===== src/inc/crbcd_cfg.svh =====
/*
  Constants for the read-modify-write, branch and control decoder:
  opcodes, field positions, reset values and cycle targets.
  Assumes inclusion by bare name from the core only.
*/
`ifndef CRBCD_CFG_SVH
`define CRBCD_CFG_SVH

// high nibble of the read-modify-write group selects the addressing form
`define CRBCD_MODE_DIR 4'h3
`define CRBCD_MODE_INHA 4'h4
`define CRBCD_MODE_INHX 4'h5
`define CRBCD_MODE_IX1 4'h6
`define CRBCD_MODE_IX 4'h7
`define CRBCD_MODE_BRBIT 4'h0
`define CRBCD_MODE_BITSC 4'h1

// low nibble of the read-modify-write group selects the operation
`define CRBCD_FN_NEG 4'h0
`define CRBCD_FN_COM 4'h3
`define CRBCD_FN_LSR 4'h4
`define CRBCD_FN_ROR 4'h6
`define CRBCD_FN_ASR 4'h7
`define CRBCD_FN_LSL 4'h8
`define CRBCD_FN_ROL 4'h9
`define CRBCD_FN_DEC 4'hA
`define CRBCD_FN_INC 4'hC
`define CRBCD_FN_TST 4'hD
`define CRBCD_FN_CLR 4'hF

`define CRBCD_OPC_ACC_TO_INDEX_COPY 8'h97
`define CRBCD_OPC_INDEX_TO_ACC_COPY 8'h9F
`define CRBCD_OPC_STOP 8'h8E
`define CRBCD_OPC_WAIT 8'h8F
`define CRBCD_OPC_JUMP_UNCOND_DIR 8'hBC

// flag positions in flags_q
`define CRBCD_FLAG_C 0
`define CRBCD_FLAG_Z 1
`define CRBCD_FLAG_N 2
`define CRBCD_FLAG_I 3
`define CRBCD_FLAG_H 4

`define CRBCD_RST_PC 16'h0000
`define CRBCD_RST_FLAGS 5'h08
`define CRBCD_PAGE0_HI 8'h00

// least cycles per addressing form
`define CRBCD_CYC_DIR 4'h5
`define CRBCD_CYC_INH 4'h3
`define CRBCD_CYC_IX1 4'h6
`define CRBCD_CYC_IX 4'h5
`define CRBCD_CYC_BITSC 4'h5
`define CRBCD_CYC_NONE 4'h0

`endif


===== src/inc/crbcd_pkg.sv =====
/*
  Types for the read-modify-write, branch and control decoder.
  Assumes nothing beyond a SystemVerilog compiler.
*/
package crbcd_pkg;

  typedef enum logic [2:0] {
    S_FETCH,
    S_OPCODE,
    S_OPERAND,
    S_DATA,
    S_REL,
    S_DONE,
    S_HALT
  } crbcd_state_t;

  typedef enum logic [3:0] {
    ALU_NEG,
    ALU_COM,
    ALU_LSR,
    ALU_ROR,
    ALU_ASR,
    ALU_LSL,
    ALU_ROL,
    ALU_DEC,
    ALU_INC,
    ALU_TST,
    ALU_CLR
  } crbcd_alu_op_t;

endpackage : crbcd_pkg


===== src/rtl/crbcd_alu.sv =====
/*
  Modify stage of read-modify-write: one operand in, result and flags out.
  Assumes the caller holds the operand and old carry steady for the cycle.
*/
module crbcd_alu (
  input wire crbcd_pkg::crbcd_alu_op_t op,
  input wire logic [7:0] din,
  input wire logic cin,
  output logic [7:0] dout,
  output logic flag_n,
  output logic flag_z,
  output logic flag_c,
  output logic write_back
);

  always_comb begin
    dout = din;
    flag_c = cin;
    write_back = 1'b1;
    case (op)
      crbcd_pkg::ALU_NEG: begin
        dout = 8'h00 - din;
        flag_c = (din != 8'h00);
      end
      crbcd_pkg::ALU_COM: begin
        dout = ~din;
        flag_c = 1'b1;
      end
      crbcd_pkg::ALU_LSR: begin
        dout = {1'b0, din[7:1]};
        flag_c = din[0];
      end
      crbcd_pkg::ALU_ROR: begin
        dout = {cin, din[7:1]}; // RULE_15
        flag_c = din[0]; // RULE_15
      end
      crbcd_pkg::ALU_ASR: begin
        dout = {din[7], din[7:1]};
        flag_c = din[0];
      end
      crbcd_pkg::ALU_LSL: begin
        dout = {din[6:0], 1'b0}; // RULE_14
        flag_c = din[7];
      end
      crbcd_pkg::ALU_ROL: begin
        dout = {din[6:0], cin}; // RULE_15
        flag_c = din[7]; // RULE_15
      end
      crbcd_pkg::ALU_DEC: dout = din - 8'h01;
      crbcd_pkg::ALU_INC: dout = din + 8'h01;
      crbcd_pkg::ALU_TST: write_back = 1'b0; // RULE_04
      crbcd_pkg::ALU_CLR: dout = 8'h00;
      default: write_back = 1'b0;
    endcase
    flag_n = dout[7];
    flag_z = (dout == 8'h00);
  end

endmodule : crbcd_alu


===== src/rtl/crbcd_core.sv =====
/*
  Sequencer for read-modify-write, bit set/clear, branch-on-bit, direct jump
  and control instructions (register copies, stop, wait).
  Assumes memory answers a read in the same cycle as the registered read strobe
  and takes a write in the cycle its strobe is high.
*/
// Contract
// [RULE_01] Read-modify-write reads target, alters it, writes back to the same place.
// [RULE_02] Software avoids read-modify-write on write-only registers.
// [RULE_03] Bit set and bit clear exist only in direct form.
// [RULE_04] Test-for-negative-or-zero updates flags and writes nothing back.
// [RULE_05] Branch-on-bit is opcode, page-zero address, signed displacement.
// [RULE_06] Bit number and set/clear sense come from the opcode.
// [RULE_07] Taken branch adds signed displacement to the next instruction address.
// [RULE_08] Branch-on-bit always copies the tested bit into carry.
// [RULE_09] Untaken branch continues with the following instruction.
// [RULE_10] Any bit in the first 256 bytes can be set or cleared.
// [RULE_11] Stop halts the oscillator and enables the interrupt pin.
// [RULE_12] Wait halts the CPU clock and enables interrupts.
// [RULE_13] Register copies move accumulator and index without memory access.
// [RULE_14] Shift-left is one operation at 38/48/58/68/78 with 5/3/3/6/5 cycles.
// [RULE_15] Rotates pass through carry in both directions.
// [RULE_16] Direct address high byte is forced to zero.
// [RULE_17] Memory read-modify-write reads then writes the same effective address.
`include "crbcd_cfg.svh"

module crbcd_core (
  input wire logic clk,
  input wire logic sys_rst,
  output logic [15:0] mem_addr,
  output logic mem_rd,
  output logic mem_wr,
  output logic [7:0] mem_wdata,
  input wire logic [7:0] mem_rdata,
  input wire logic irq_n_pin,
  output logic osc_stop,
  output logic cpu_clk_stop,
  output logic irq_pin_en,
  output logic [7:0] acc_value,
  output logic [7:0] idx_value,
  output logic [4:0] flags_value,
  output logic [15:0] pc_value,
  output logic instr_done
);

  crbcd_pkg::crbcd_state_t state_q, state_d;
  logic [15:0] pc_q, pc_d;
  logic [15:0] ea_q, ea_d;
  logic [7:0] ir_q, ir_d;
  logic [7:0] acc_q, acc_d;
  logic [7:0] idx_q, idx_d;
  logic [4:0] flags_q, flags_d;
  logic [3:0] cyc_q, cyc_d;
  logic [15:0] addr_q, addr_d;
  logic rd_q, rd_d;
  logic wr_q, wr_d;
  logic [7:0] wdata_q, wdata_d;
  logic osc_stop_q, osc_stop_d;
  logic clk_stop_q, clk_stop_d;
  logic done_q, done_d;
  logic bit_q, bit_d;
  // irq pin synchroniser; only stage two reads stage one
  logic irq_s1_q, irq_s2_q, irq_s3_q, irq_lvl_q;
  logic irq_lvl_d;

  logic [3:0] mode;
  logic [3:0] fn;
  logic [7:0] alu_in;
  logic [7:0] alu_out;
  logic alu_n, alu_z, alu_c, alu_wb;
  crbcd_pkg::crbcd_alu_op_t alu_op;
  logic [15:0] next_pc;
  logic [7:0] bit_mask;

  assign mode = ir_q[7:4];
  assign fn = ir_q[3:0];
  assign bit_mask = 8'h01 << ir_q[3:1]; // RULE_06

  function automatic crbcd_pkg::crbcd_alu_op_t fn_to_op(input logic [3:0] f);
    case (f)
      `CRBCD_FN_NEG: fn_to_op = crbcd_pkg::ALU_NEG;
      `CRBCD_FN_COM: fn_to_op = crbcd_pkg::ALU_COM;
      `CRBCD_FN_LSR: fn_to_op = crbcd_pkg::ALU_LSR;
      `CRBCD_FN_ROR: fn_to_op = crbcd_pkg::ALU_ROR;
      `CRBCD_FN_ASR: fn_to_op = crbcd_pkg::ALU_ASR;
      `CRBCD_FN_LSL: fn_to_op = crbcd_pkg::ALU_LSL;
      `CRBCD_FN_ROL: fn_to_op = crbcd_pkg::ALU_ROL;
      `CRBCD_FN_DEC: fn_to_op = crbcd_pkg::ALU_DEC;
      `CRBCD_FN_INC: fn_to_op = crbcd_pkg::ALU_INC;
      `CRBCD_FN_TST: fn_to_op = crbcd_pkg::ALU_TST;
      `CRBCD_FN_CLR: fn_to_op = crbcd_pkg::ALU_CLR;
      default: fn_to_op = crbcd_pkg::ALU_TST;
    endcase
  endfunction : fn_to_op

  // undefined low nibbles change no flags and nothing is written
  function automatic logic fn_valid(input logic [3:0] f);
    fn_valid = (f != 4'h1) && (f != 4'h2) && (f != 4'h5) && (f != 4'hB) && (f != 4'hE);
  endfunction : fn_valid

  function automatic logic [3:0] cyc_target(input logic [3:0] m);
    case (m)
      `CRBCD_MODE_DIR: cyc_target = `CRBCD_CYC_DIR; // RULE_14
      `CRBCD_MODE_INHA: cyc_target = `CRBCD_CYC_INH; // RULE_14
      `CRBCD_MODE_INHX: cyc_target = `CRBCD_CYC_INH; // RULE_14
      `CRBCD_MODE_IX1: cyc_target = `CRBCD_CYC_IX1; // RULE_14
      `CRBCD_MODE_IX: cyc_target = `CRBCD_CYC_IX; // RULE_14
      `CRBCD_MODE_BITSC: cyc_target = `CRBCD_CYC_BITSC;
      default: cyc_target = `CRBCD_CYC_NONE;
    endcase
  endfunction : cyc_target

  assign alu_op = fn_to_op(fn); // RULE_14
  assign alu_in = (mode == `CRBCD_MODE_INHA) ? acc_q :
                  (mode == `CRBCD_MODE_INHX) ? idx_q : mem_rdata;

  crbcd_alu u_alu (
    .op(alu_op),
    .din(alu_in),
    .cin(flags_q[`CRBCD_FLAG_C]),
    .dout(alu_out),
    .flag_n(alu_n),
    .flag_z(alu_z),
    .flag_c(alu_c),
    .write_back(alu_wb)
  );

  // displacement is sign-extended; pc still points at the displacement, so next_pc is past it
  assign next_pc = pc_q + 16'h0001;

  always_comb begin
    state_d = state_q;
    pc_d = pc_q;
    ea_d = ea_q;
    ir_d = ir_q;
    acc_d = acc_q;
    idx_d = idx_q;
    flags_d = flags_q;
    cyc_d = cyc_q + 4'h1;
    addr_d = addr_q;
    rd_d = 1'b0;
    wr_d = 1'b0;
    wdata_d = wdata_q;
    osc_stop_d = osc_stop_q;
    clk_stop_d = clk_stop_q;
    done_d = 1'b0;
    bit_d = bit_q;
    case (state_q)
      crbcd_pkg::S_FETCH: begin
        addr_d = pc_q;
        rd_d = 1'b1;
        state_d = crbcd_pkg::S_OPCODE;
      end
      crbcd_pkg::S_OPCODE: begin
        ir_d = mem_rdata;
        pc_d = next_pc;
        state_d = crbcd_pkg::S_OPERAND;
        addr_d = next_pc;
        rd_d = 1'b1;
        if (mem_rdata == `CRBCD_OPC_ACC_TO_INDEX_COPY) begin
          idx_d = acc_q; // RULE_13
          state_d = crbcd_pkg::S_DONE;
          rd_d = 1'b0;
        end else if (mem_rdata == `CRBCD_OPC_INDEX_TO_ACC_COPY) begin
          acc_d = idx_q; // RULE_13
          state_d = crbcd_pkg::S_DONE;
          rd_d = 1'b0;
        end else if (mem_rdata == `CRBCD_OPC_STOP || mem_rdata == `CRBCD_OPC_WAIT) begin
          flags_d[`CRBCD_FLAG_I] = 1'b0; // RULE_11 RULE_12
          osc_stop_d = (mem_rdata == `CRBCD_OPC_STOP); // RULE_11
          clk_stop_d = 1'b1; // RULE_12
          state_d = crbcd_pkg::S_HALT;
          rd_d = 1'b0;
        end else if (mem_rdata[7:4] == `CRBCD_MODE_INHA ||
                     mem_rdata[7:4] == `CRBCD_MODE_INHX) begin
          // register operand is modified in place on the next state
          state_d = crbcd_pkg::S_DATA;
          rd_d = 1'b0;
        end else if (mem_rdata[7:4] == `CRBCD_MODE_IX) begin
          ea_d = {`CRBCD_PAGE0_HI, idx_q};
          addr_d = {`CRBCD_PAGE0_HI, idx_q};
          state_d = crbcd_pkg::S_DATA;
        end
      end
      crbcd_pkg::S_OPERAND: begin
        pc_d = next_pc;
        rd_d = 1'b1;
        state_d = crbcd_pkg::S_DATA;
        if (mode == `CRBCD_MODE_IX1) begin
          ea_d = {7'h00, {1'b0, idx_q} + {1'b0, mem_rdata}};
        end else begin
          ea_d = {`CRBCD_PAGE0_HI, mem_rdata}; // RULE_16 RULE_05 RULE_10
        end
        addr_d = ea_d;
        if (ir_q == `CRBCD_OPC_JUMP_UNCOND_DIR) begin
          pc_d = {`CRBCD_PAGE0_HI, mem_rdata}; // RULE_16
          rd_d = 1'b0;
          state_d = crbcd_pkg::S_DONE;
        end else if (mode != `CRBCD_MODE_DIR && mode != `CRBCD_MODE_IX1 &&
                     mode != `CRBCD_MODE_BRBIT && mode != `CRBCD_MODE_BITSC) begin
          // outside this decoder: treated as a two-byte no-op
          rd_d = 1'b0;
          state_d = crbcd_pkg::S_DONE;
        end
      end
      crbcd_pkg::S_DATA: begin
        state_d = crbcd_pkg::S_DONE;
        if (mode == `CRBCD_MODE_BRBIT) begin
          bit_d = |(mem_rdata & bit_mask); // RULE_06
          flags_d[`CRBCD_FLAG_C] = |(mem_rdata & bit_mask); // RULE_08
          addr_d = pc_q; // RULE_05
          rd_d = 1'b1;
          state_d = crbcd_pkg::S_REL;
        end else if (mode == `CRBCD_MODE_BITSC) begin
          // only reachable after a direct operand byte
          wdata_d = ir_q[0] ? (mem_rdata & ~bit_mask) : (mem_rdata | bit_mask); // RULE_03 RULE_10
          addr_d = ea_q;
          wr_d = 1'b1;
        end else begin
          if (fn_valid(fn)) begin
            flags_d[`CRBCD_FLAG_N] = alu_n;
            flags_d[`CRBCD_FLAG_Z] = alu_z;
            flags_d[`CRBCD_FLAG_C] = alu_c; // RULE_15
          end
          if (alu_wb && fn_valid(fn)) begin
            if (mode == `CRBCD_MODE_INHA) begin
              acc_d = alu_out; // RULE_01
            end else if (mode == `CRBCD_MODE_INHX) begin
              idx_d = alu_out; // RULE_01
            end else begin
              addr_d = ea_q; // RULE_17
              wdata_d = alu_out; // RULE_01
              wr_d = 1'b1; // RULE_17
            end
          end
          // register forms skip the done state to keep their three-cycle count
          if (mode == `CRBCD_MODE_INHA || mode == `CRBCD_MODE_INHX) begin
            cyc_d = 4'h1;
            done_d = 1'b1;
            state_d = crbcd_pkg::S_FETCH; // RULE_14
          end
        end
      end
      crbcd_pkg::S_REL: begin
        pc_d = next_pc; // RULE_09
        if (bit_q == ~ir_q[0]) begin
          pc_d = next_pc + {{8{mem_rdata[7]}}, mem_rdata}; // RULE_07
        end
        state_d = crbcd_pkg::S_DONE;
      end
      crbcd_pkg::S_DONE: begin
        // pad short paths up to the least cycle count of their form
        if (cyc_q < cyc_target(mode) && ir_q[7:4] != 4'h9 && ir_q[7:4] != 4'hB) begin
          state_d = crbcd_pkg::S_DONE;
        end else begin
          cyc_d = 4'h1;
          done_d = 1'b1;
          state_d = crbcd_pkg::S_FETCH;
        end
      end
      crbcd_pkg::S_HALT: begin
        cyc_d = cyc_q;
        // wake only on an asserted interrupt level; no vectoring here
        if (!irq_lvl_q) begin
          osc_stop_d = 1'b0;
          clk_stop_d = 1'b0;
          cyc_d = 4'h1;
          done_d = 1'b1;
          state_d = crbcd_pkg::S_FETCH;
        end
      end
      default: state_d = crbcd_pkg::S_FETCH;
    endcase
  end

  // level changes once stages two and three agree
  always_comb begin
    irq_lvl_d = irq_lvl_q;
    if (irq_s2_q == irq_s3_q) begin
      irq_lvl_d = irq_s3_q;
    end
  end

  always_ff @(posedge clk) begin
    if (sys_rst) begin
      state_q <= crbcd_pkg::S_FETCH;
      pc_q <= `CRBCD_RST_PC;
      ea_q <= 16'h0000;
      ir_q <= 8'h00;
      acc_q <= 8'h00;
      idx_q <= 8'h00;
      flags_q <= `CRBCD_RST_FLAGS;
      cyc_q <= 4'h1;
      addr_q <= 16'h0000;
      rd_q <= 1'b0;
      wr_q <= 1'b0;
      wdata_q <= 8'h00;
      osc_stop_q <= 1'b0;
      clk_stop_q <= 1'b0;
      done_q <= 1'b0;
      bit_q <= 1'b0;
      irq_s1_q <= 1'b1;
      irq_s2_q <= 1'b1;
      irq_s3_q <= 1'b1;
      irq_lvl_q <= 1'b1;
    end else begin
      state_q <= state_d;
      pc_q <= pc_d;
      ea_q <= ea_d;
      ir_q <= ir_d;
      acc_q <= acc_d;
      idx_q <= idx_d;
      flags_q <= flags_d;
      cyc_q <= cyc_d;
      addr_q <= addr_d;
      rd_q <= rd_d;
      wr_q <= wr_d;
      wdata_q <= wdata_d;
      osc_stop_q <= osc_stop_d;
      clk_stop_q <= clk_stop_d;
      done_q <= done_d;
      bit_q <= bit_d;
      irq_s1_q <= irq_n_pin;
      irq_s2_q <= irq_s1_q;
      irq_s3_q <= irq_s2_q;
      irq_lvl_q <= irq_lvl_d;
    end
  end

  assign mem_addr = addr_q;
  assign mem_rd = rd_q;
  assign mem_wr = wr_q;
  assign mem_wdata = wdata_q;
  assign osc_stop = osc_stop_q;
  assign cpu_clk_stop = clk_stop_q;
  assign irq_pin_en = osc_stop_q; // RULE_11
  assign acc_value = acc_q;
  assign idx_value = idx_q;
  assign flags_value = flags_q;
  assign pc_value = pc_q;
  assign instr_done = done_q;

endmodule : crbcd_core


===== config.mk =====
export PLATFORM = sky130hd
export DESIGN_NAME = crbcd_core
export DESIGN_NICKNAME = d
export VERILOG_FILES = /design/src/inc/crbcd_pkg.sv /design/src/rtl/crbcd_alu.sv /design/src/rtl/crbcd_core.sv
export VERILOG_INCLUDE_DIRS = /design/src /design/src/inc
export SDC_FILE = /design/constraint.sdc
export NUM_CORES = 1
export LEC_CHECK = 0
export BUFFER_PORTS_ARGS = -buffer_cell sky130_fd_sc_hd__buf_2
export CAP_MARGIN = 40
export CORE_MARGIN = 2
export CORE_UTILIZATION = 60
export CTS_CLUSTER_SIZE = 30
export DETAILED_ROUTE_END_ITERATION = 8
export PLACE_DENSITY = 0.9
export SLEW_MARGIN = 20
export SYNTH_ARGS = -nofsm -noshare
export SYNTH_HDL_FRONTEND = slang
export SYNTH_SLANG_ARGS = --single-unit

===== constraint.sdc =====
create_clock -name clk -period 6.5 [get_ports clk]
set_clock_uncertainty 0.2 [all_clocks]
set_input_delay 0.65 -clock clk [delete_from_list [all_inputs] [get_ports clk]]
set_output_delay 0.65 -clock clk [all_outputs]
set_load 0.01 [all_outputs]

==> flow_summary_export.csv, run 1 <==
group,metric,value,unit
hold_path,hold_path_class,"reg2reg",
synth,ys_ff_latch,98,
power,leakage,3.48,nW
finish,multiInputGateArea,5360,um^2
synth,yosysMostFrequentCell,"nor2_1",
timing,setup_tns,0,ns
placement,gp_congestion,0.962,
timing,period_share,0.678,
clock_network,insertion_delay,0.36,ns
drt,first_pass_iters,8,
die,die_h,117,um
synth,yosys.area.top_type,"dfxtp_1",
power,p_switching,0.00143,W
grt,gr-usage-all-layers,0.342,
placement,dp_hpwl,16.5,mm
timing,finalHoldViolations,0,
clock_network,hold_buffers,0,
worst_setup_path,cp_max_fo,19,
synth,netlist-cell-type-count,79,
clock_network,clock-sinks,98,
synth,syn-num-nets,1099,
grt,grt_pass1_wl,36.9,mm
placement,dp_slack,2.23,ns
timing,final_max_slew_viol_count,0,
worst_setup_path,cp_data_required_time,6.57,ns
synth,ys.flop_type,"dfxtp_1",
drt,viasPerCell,6.57,
grt,antenna_found_initial,0,
finish,area_growth_syn_to_layout,9.72,%
worst_setup_path,crit_arrival,4.47,ns
clock_network,cts_tree,"done",
finish,seqCellArea,1960,um^2
power,combinationalPowerShare,0.517,
drt,vias,8240,
synth,netlist_area,7700,um^2
timing,whs,0.206,ns
synth,synth_area_leaders,"dfxtp_1 (25%), a21oi_1 (6.4%), ha_1 (6.2%)",
job,cap_violations,0,
die,ios,78,
die,core,12600,um^2
grt,grt_pass1_vias,7464,
finish,final_util,0.672,
run_status,status,"complete, no violations",
clock_network,postCtsResizedCells,0,
finish,antenna_cells,0,
synth,synthCells,1047,
die,die_x,117,um
power,intPower,0.00172,W
worst_setup_path,path_class,"reg2reg",
timing,period_needed,4.41,ns
grt,grt_max_degree,74,
synth,syn_area_per_cell,7.35,um^2
synth,synth_edf_count,0,
die,placementRows,41,
clock_network,post_cts.repair.setup_buffers,0,
synth,netlist.area_leader.share,0.255,
drt,drtAntennaViolNets,0,
clock_network,clk_pin_slew,0.06,ns
power,p_total,0.00315,W
synth,async_flop_share,0,
timing,rsz0062_at_grt,"false",
drt,drcViolationCount,0,
power,swShare,0.454,
clock_network,numCtsBuffers,9,
timing,fin_ws,2.09,ns
synth,synth_common_cells,"nor2_1 (117), nand2_1 (112), a21oi_1 (98), dfxtp_1 (98), o21ai_0 (70)",
die,start_util,0.613,
timing,timing.fmax,227,MHz
power,seq_power_share,0.290,
timing,worstMarginPinSlew,0.821,ns
placement,portBuffers,76,
power,powerDensity,373,nW/um^2
timing,setup_violations,0,
power,clkPwrFrac,0.192,
power,peakVddDrop,0.172,mV
drt,postRouteWirelength,23.5,mm
timing,maxSlewHeadroom,0.437,
clock_network,clockRootBuffer,"clkbuf_16",
finish,fill_cells,1053,
worst_setup_path,critical_path.endpoint_type,"register",
finish,nNetsFinal,1129,
clock_network,cts.htree.levels,3,
drt,drt_iter0_markers,934,
finish,final_layout_size_suffix_gt1_frac,0.135,
synth,seq_area_frac_synth,0.255,
grt,grt-ovfl-total,0,
die,die-area,13800,um^2
clock_network,clockBufferDepth,2,
worst_setup_path,critPathLaunchType,"register",
drt,wl_per_cell,18.7,um
synth,yosysWarningCount,0,
per-stage QoR:
| stage | instances | cell area (um^2) |
|---|---|---|
| floorplan | 1047 | 7700 |
| global placement | 1234 | 8070 |
| detailed placement | 1236 | 8090 |
| CTS | 1252 | 8420 |
| global route | 1254 | 8450 |
| finish | 1254 | 8450 |
power by group through the flow:
stage                     clock [W]  sequential, W  combinational, W
after floorplan                   0       0.000856           0.00121
after global placement            0       0.000914           0.00154
after detailed placement          0       0.000920           0.00157
after CTS                  0.000606       0.000907           0.00159
after global routing       0.000627       0.000938           0.00178
final                      0.000606       0.000915           0.00163
area by class of cell:
class,count,share of cell area
clock buffer,12,0.0316
timing repair buffer,86,0.0545
clock inverter,4,0.00859
sequential,98,0.232
multi-input combinational,852,0.634
tap,172,0.0255
inverter,30,0.0135
final timing paths:
| check | startpoint | to | slack (ns) | cells past startpoint |
|---|---|---|---|---|
| worst max-delay path | ir_q[4] | idx_value[6] | 2.09 | 13 |
| worst min-delay path | irq_s1_q | irq_s2_q | 0.21 | 1 |
| worst max register to register | ir_q[4] | idx_value[6] | 2.09 | 13 |
| worst min register to register | irq_s1_q | irq_s2_q | 0.21 | 1 |
layer usage:
layer	up-vias	GRT usage	routed length (um)	part of all wire
li1	3870	-	-	-
met4	0	0.179	884	0.038
met5	-	0	0	0
met2	515	0.544	10700	0.46
met3	91	0.0680	2490	0.11
met1	3764	0.439	9380	0.40
state kept, by name (all words and copies together), names as in the netlist, 3 cells and up:
signal       cells
acc_value        8
alu_op           4
cyc_q            4
ea_q             9
flags_value      4
idx_value        8
ir_q             8
mem_addr        16
mem_wdata        8
pc_value        16
state_q          3
cells in the final DEF (no fill, tap or decap), types with 9 or more instances in the layout:
master	count
nor2_1	117
mux2_2	15
o21ai_0	69
clkbuf_16	9
o22ai_1	10
a21o_1	13
ha_1	38
and3_1	12
nand2_1	112
and2_1	11
xor2_1	17
xnor2_1	23
nor3_1	41
a211oi_1	32
nand2b_1	15
mux2i_1	18
or2_2	11
nor2b_1	15
o211ai_1	18
dfxtp_1	98
inv_1	28
or3_1	15
nand3_1	22
buf_2	77
a21oi_1	98
cells by family (layout without fill, tap and decap cells):
family | Yosys count | after routing | share of synthesized area
buf+inv | 97 | 132 | 0.0510
simple gates | 401 | 401 | 0.248
xor+xnor | 40 | 40 | 0.0455
fa+ha+maj | 41 | 41 | 0.0696
other cells | 1 | 1 | 0.000487
compound gates | 331 | 331 | 0.276
mux | 38 | 38 | 0.0548
flops | 98 | 98 | 0.255
worst max-delay path, cell delays in order (launching register included):
cell and delay [ns]:
dfxtp_1 0.82, mux2_2 0.42, mux2i_2 0.41, inv_1 0.11
ha_1 0.36, nor2b_1 0.17, o31a_1 0.25, o21a_1 0.19
o21a_1 0.17, o31ai_1 0.41, o21ai_0 0.14, a2bb2oi_1 0.34
nand2_1 0.13, a211oi_1 0.20
Power figures use the tool's default switching activity.
==> run 2, diff against run 1 <==
Settings changed: CORE_UTILIZATION 60 to 55, PLACE_DENSITY 0.9 to 0.87.
Clock period 6.5 ns to 4 ns, I/O delays scaled along.
==> run 2 against run 1 <==
Compared with the run above:
- total power is 65% higher
- combinational power is 76% higher
- non-clock buffer count is 33 higher
- critical path type unchanged
- highest routed layer is now met5
==> flow_summary_export.csv, run 2 (synthesis gave the netlist of run 1 again) <==
group,metric,value,unit
grt,gr-usage-all-layers,0.325,
die,core,13800,um^2
worst_setup_path,crit_slowest_cell,"dfxtp_1",
finish,multiInputGateArea,5360,um^2
grt,antenna_found_initial,1,
grt,grt-ovfl-total,0,
die,start_util,0.559,
worst_setup_path,critical_path.endpoint_type,"register",
worst_setup_path,crit_arrival,3.86,ns
drt,viasPerCell,6.49,
finish,nNetsFinal,1162,
clock_network,cts.htree.levels,3,
timing,setup_tns,0,ns
timing,rsz0062_at_grt,"false",
placement,portBuffers,76,
finish,seqCellArea,1960,um^2
timing,worstMarginPinSlew,0.818,ns
worst_setup_path,path_delay_family,"simple AND/OR/NAND/NOR gates",
clock_network,clock-sinks,98,
finish,layout_common_cells,"nor2_1 (117), nand2_1 (112), a21oi_1 (98), dfxtp_1 (98), buf_2 (76)",
placement,dp_hpwl,17.7,mm
hold_path,hold_path_class,"in2reg",
hold_path,holdPathStages,2,
finish,final_common_cell,"nor2_1",
finish,area_growth_syn_to_layout,12.7,%
clock_network,post_cts.repair.setup_buffers,0,
grt,grt_pass1_wl,38.4,mm
run_status,status,"complete, no violations",
timing,final_max_slew_viol_count,0,
die,ios,78,
clock_network,insertion_delay,0.37,ns
drt,vias,8405,
grt,grt_max_degree,39,
worst_setup_path,path_class,"reg2reg",
worst_setup_path,cp_data_required_time,4.09,ns
job,cap_violations,0,
worst_setup_path,critPathLaunchType,"register",
power,peakVddDrop,0.268,mV
clock_network,clockBufferDepth,2,
timing,maxSlewHeadroom,0.453,
drt,drt_iter0_markers,1111,
worst_setup_path,max_stage_delay,0.50,ns
hold_path,hold_start,"irq_n_pin",
timing,setup_violations,0,
timing,period_needed,3.77,ns
grt,grt_pass1_vias,7561,
power,p_total,0.00520,W
drt,wl_per_cell,18.9,um
timing,finalHoldViolations,0,
clock_network,clockRootBuffer,"clkbuf_16",
drt,postRouteWirelength,24.5,mm
drt,first_pass_iters,6,
die,die_h,122,um
worst_setup_path,cp_num_buf_inv,1,
worst_setup_path,r2r_slack,0.23,ns
worst_setup_path,crit_cells,15,
power,powerDensity,599,nW/um^2
worst_setup_path,r2r-end,"pc_value[15]",
die,die_x,122,um
clock_network,hold_buffers,0,
worst_setup_path,r2r-start,"pc_value[0]",
clock_network,clk_pin_slew,0.08,ns
clock_network,postCtsResizedCells,0,
drt,drtAntennaViolNets,0,
clock_network,numCtsBuffers,9,
hold_path,whs_endpoint,"irq_s1_q",
worst_setup_path,cp_max_fo,7,
clock_network,cts_tree,"done",
placement,gp_congestion,0.932,
die,die-area,15000,um^2
timing,timing.fmax,265,MHz
drt,drcViolationCount,0,
finish,final_layout_size_suffix_gt1_frac,0.161,
power,leakage,3.62,nW
timing,period_share,0.943,
die,placementRows,43,
finish,fill_cells,1207,
worst_setup_path,worstRegToRegCells,15,
worst_setup_path,cp_cell_sequence,"ha_1 > and3_1 > and3_1 > and2_1 > nand4_1 > xor2_1 > inv_1 > ha_1 > a21oi_1 > o21ai_0 > a21o_1 > o21a_1 > nor3_1 > xor2_1 > a211oi_1",
run 2: changes by cell type in the layout (fill, tap and decap cells not counted), sizes merged:
cell and delta:
clkinvlp +2, clkbuf -3, buf +33, diode +1, bufinv -1, inv +2
run 2: layer usage:
| metal | track usage | share of wire |
|---|---|---|
| met4 | 0.137 | 0.041 |
| met1 | 0.433 | 0.40 |
| met2 | 0.510 | 0.45 |
| met3 | 0.0669 | 0.11 |
| met5 | 0 | 0.00053 |
run 2: where the power goes:
part           internal, W  switching, W
Combinational      0.00113       0.00174
Clock             0.000491      0.000431
Sequential         0.00117      0.000234
Total              0.00279       0.00241
run 2: worst register-to-register path, delay by kind of cell (launching register included):
family / cells / cell delay (ns)
simple gates: 5 / 1.03
fa+ha+maj: 2 / 0.65
buf+inv: 1 / 0.11
xor+xnor: 2 / 0.38
flops: 1 / 0.50
compound gates: 5 / 0.83
run 2: how the worst max path moves through the flow:
stage | startpoint | endpoint
2_1_floorplan | ir_q[6] | acc_value[5]
5_1_grt | pc_value[0] | pc_value[15]
3_5_place_dp | ir_q[6] | acc_value[6]
3_3_place_gp | ir_q[6] | idx_value[6]
6_report | pc_value[0] | pc_value[15]
4_1_cts | ir_q[6] | idx_value[6]
run 2: cell type report:
| class | instances | share of cell area |
|---|---|---|
| Antenna cell | 1 | 0.000288 |
| Multi-Input combinational cell | 852 | 0.617 |
| Timing Repair Buffer | 119 | 0.0825 |
| Sequential cell | 98 | 0.226 |
| Inverter | 30 | 0.0131 |
| Clock inverter | 7 | 0.00894 |
| Tap cell | 180 | 0.0260 |
| Clock buffer | 9 | 0.0260 |
run 2: stage by stage:
stage | setup WS (ns) | instance area (um^2) | std cells | hold slack [ns] | utilization
global placement | 0.299 | 8350 | 1278 | 0.195 | 0.606
global route | 0.0216 | 8680 | 1295 | 0.0221 | 0.630
floorplan | 0.607 | 7700 | 1047 | 0.189 | -
CTS | 0.237 | 8660 | 1294 | 0.0179 | 0.628
finish | 0.226 | 8680 | 1296 | 0.0230 | 0.630
detailed placement | 0.237 | 8350 | 1278 | 0.202 | 0.606
==> run 3, diff against run 2 <==
Settings changed: CORE_UTILIZATION 55 to 30, PLACE_DENSITY 0.87 to 0.57.
==> run 3 against run 2 <==
Compared with the run above:
- sequential share of layout area decreased by 0.67 points
- register-to-register slack improved by 0.03 ns
- setup slack improved by 0.033 ns
- total power is 2.8% higher
- largest cell class unchanged
- die area is 80% higher
- critical path type unchanged
==> flow_summary_export.csv, run 3 (synthesis gave the netlist of run 1 again) <==
group,metric,value,unit
run_status,status,"complete, no violations",
die,start_util,0.306,
timing,setup_tns,0,ns
die,die_x,164,um
grt,grt_pass1_vias,7455,
clock_network,clockBufferDepth,2,
power,p_total,0.00534,W
job,cap_violations,0,
placement,placed_area,8580,um^2
timing,period_needed,3.74,ns
worst_setup_path,critical_path.endpoint_type,"register",
clock_network,clk_pin_slew,0.07,ns
finish,seqCellArea,1960,um^2
power,peakVddDrop,0.330,mV
finish,multiInputGateArea,5370,um^2
clock_network,clockRootBuffer,"clkbuf_16",
finish,antenna_cells,0,
drt,postRouteWirelength,27.0,mm
drt,drcViolationCount,0,
timing,whs,0.0382,ns
finish,design_area,8940,um^2
grt,gr-usage-all-layers,0.200,
worst_setup_path,crit_arrival,3.81,ns
finish,area_growth_syn_to_layout,16.2,%
grt,grt_max_degree,45,
clock_network,numCtsBuffers,9,
finish,fill_cells,2679,
clock_network,insertion_delay,0.36,ns
worst_setup_path,cp_data_required_time,4.07,ns
clock_network,clock-sinks,98,
placement,portBuffers,76,
timing,final_max_slew_viol_count,0,
grt,antenna_found_initial,0,
clock_network,cts_tree,"done",
die,die_h,164,um
die,core,25200,um^2
timing,maxSlewHeadroom,0.475,
grt,grt-ovfl-total,0,
drt,viasPerCell,5.59,
drt,vias,8105,
power,leakage,3.67,nW
die,ios,78,
timing,finalHoldViolations,0,
timing,worstMarginPinSlew,0.785,ns
clock_network,cts.htree.levels,3,
hold_path,hold_path_class,"in2reg",
finish,layout_common_cells,"nor2_1 (117), nand2_1 (112), a21oi_1 (98), dfxtp_1 (98), buf_2 (75)",
worst_setup_path,critPathLaunchType,"register",
die,die-area,27000,um^2
die,placementRows,58,
drt,drt_iter0_markers,662,
drt,wl_per_cell,18.6,um
power,powerDensity,597,nW/um^2
timing,timing.fmax,267,MHz
finish,nNetsFinal,1168,
placement,gp_congestion,0.924,
timing,rsz0062_at_grt,"false",
grt,grt_pass1_wl,41.8,mm
drt,first_pass_iters,7,
finish,final_util,0.355,
worst_setup_path,path_class,"reg2reg",
finish,final_layout_size_suffix_gt1_frac,0.164,
timing,period_share,0.935,
drt,drtAntennaViolNets,0,
placement,dp_hpwl,20.2,mm
worst_setup_path,cp_max_fo,9,
finish,final_common_cell,"nor2_1",
timing,setup_violations,0,
run 3: cell types whose count changed in the layout (fill, tap and decap cells not counted), moves of 2 or more:
cell,before,now
buf_4,42,49
clkinvlp_4,3,0
clkbuf_1,0,2
bufinv_16,1,3
run 3: routing by layer:
layer,up-vias,track usage,wire length [um]
met5,-,0,0
met4,0,0.0594,603
met3,43,0.0333,1840
met2,304,0.331,12600
met1,3817,0.265,12000
li1,3941,-,-
run 3: timing repair:
item,CTS,global route
setup endpoints to repair,0,4
gates resized for setup,0,1
hold buffers,0,0
setup buffers,0,2
run 3: worst paths after layout:
| check | endpoint | slack (ns) | depth (start not counted) | start |
|---|---|---|---|---|
| worst max register to register | idx_value[6] | 0.26 | 13 | ir_q[4] |
| worst min-delay path | irq_s1_q | 0.04 | 2 | irq_n_pin |
| worst min register to register | irq_s2_q | 0.21 | 1 | irq_s1_q |
| worst max-delay path | idx_value[6] | 0.26 | 13 | ir_q[4] |
run 3: final cells by class:
cell class	instances	area share
sequential	98	0.219
clock inverter	3	0.0101
tap	330	0.0462
clock buffer	11	0.0260
multi-input combinational	852	0.600
inverter	30	0.0127
timing repair buffer	125	0.0854
run 3: through the flow:
step | setup WS (ns) | std cells
finish | 0.259 | 1449
global route | 0.00519 | 1449
CTS | 0.226 | 1447
detailed placement | 0.260 | 1433
global placement | 0.312 | 1433
floorplan | 0.607 | 1047
run 3: worst max-delay path, cell delays in order (launching register included):
cell and delay (ns):
dfxtp_1 0.60, mux2_2 0.40, mux2i_2 0.19, inv_1 0.09, ha_1 0.35, nor2b_1 0.17, o31a_1 0.26, o21a_1 0.19
o21a_1 0.17, o31ai_1 0.25, o21ai_0 0.12, a2bb2oi_1 0.31, nand2_1 0.13, a211oi_1 0.22
run 3: where the power goes:
part           internal, W  leakage (nW)  switching [W]  total [W]
sequential         0.00117         0.799       0.000214    0.00138
combinational      0.00115          2.72        0.00181    0.00296
clock             0.000606         0.156       0.000397    0.00100
total              0.00293          3.67        0.00242    0.00534
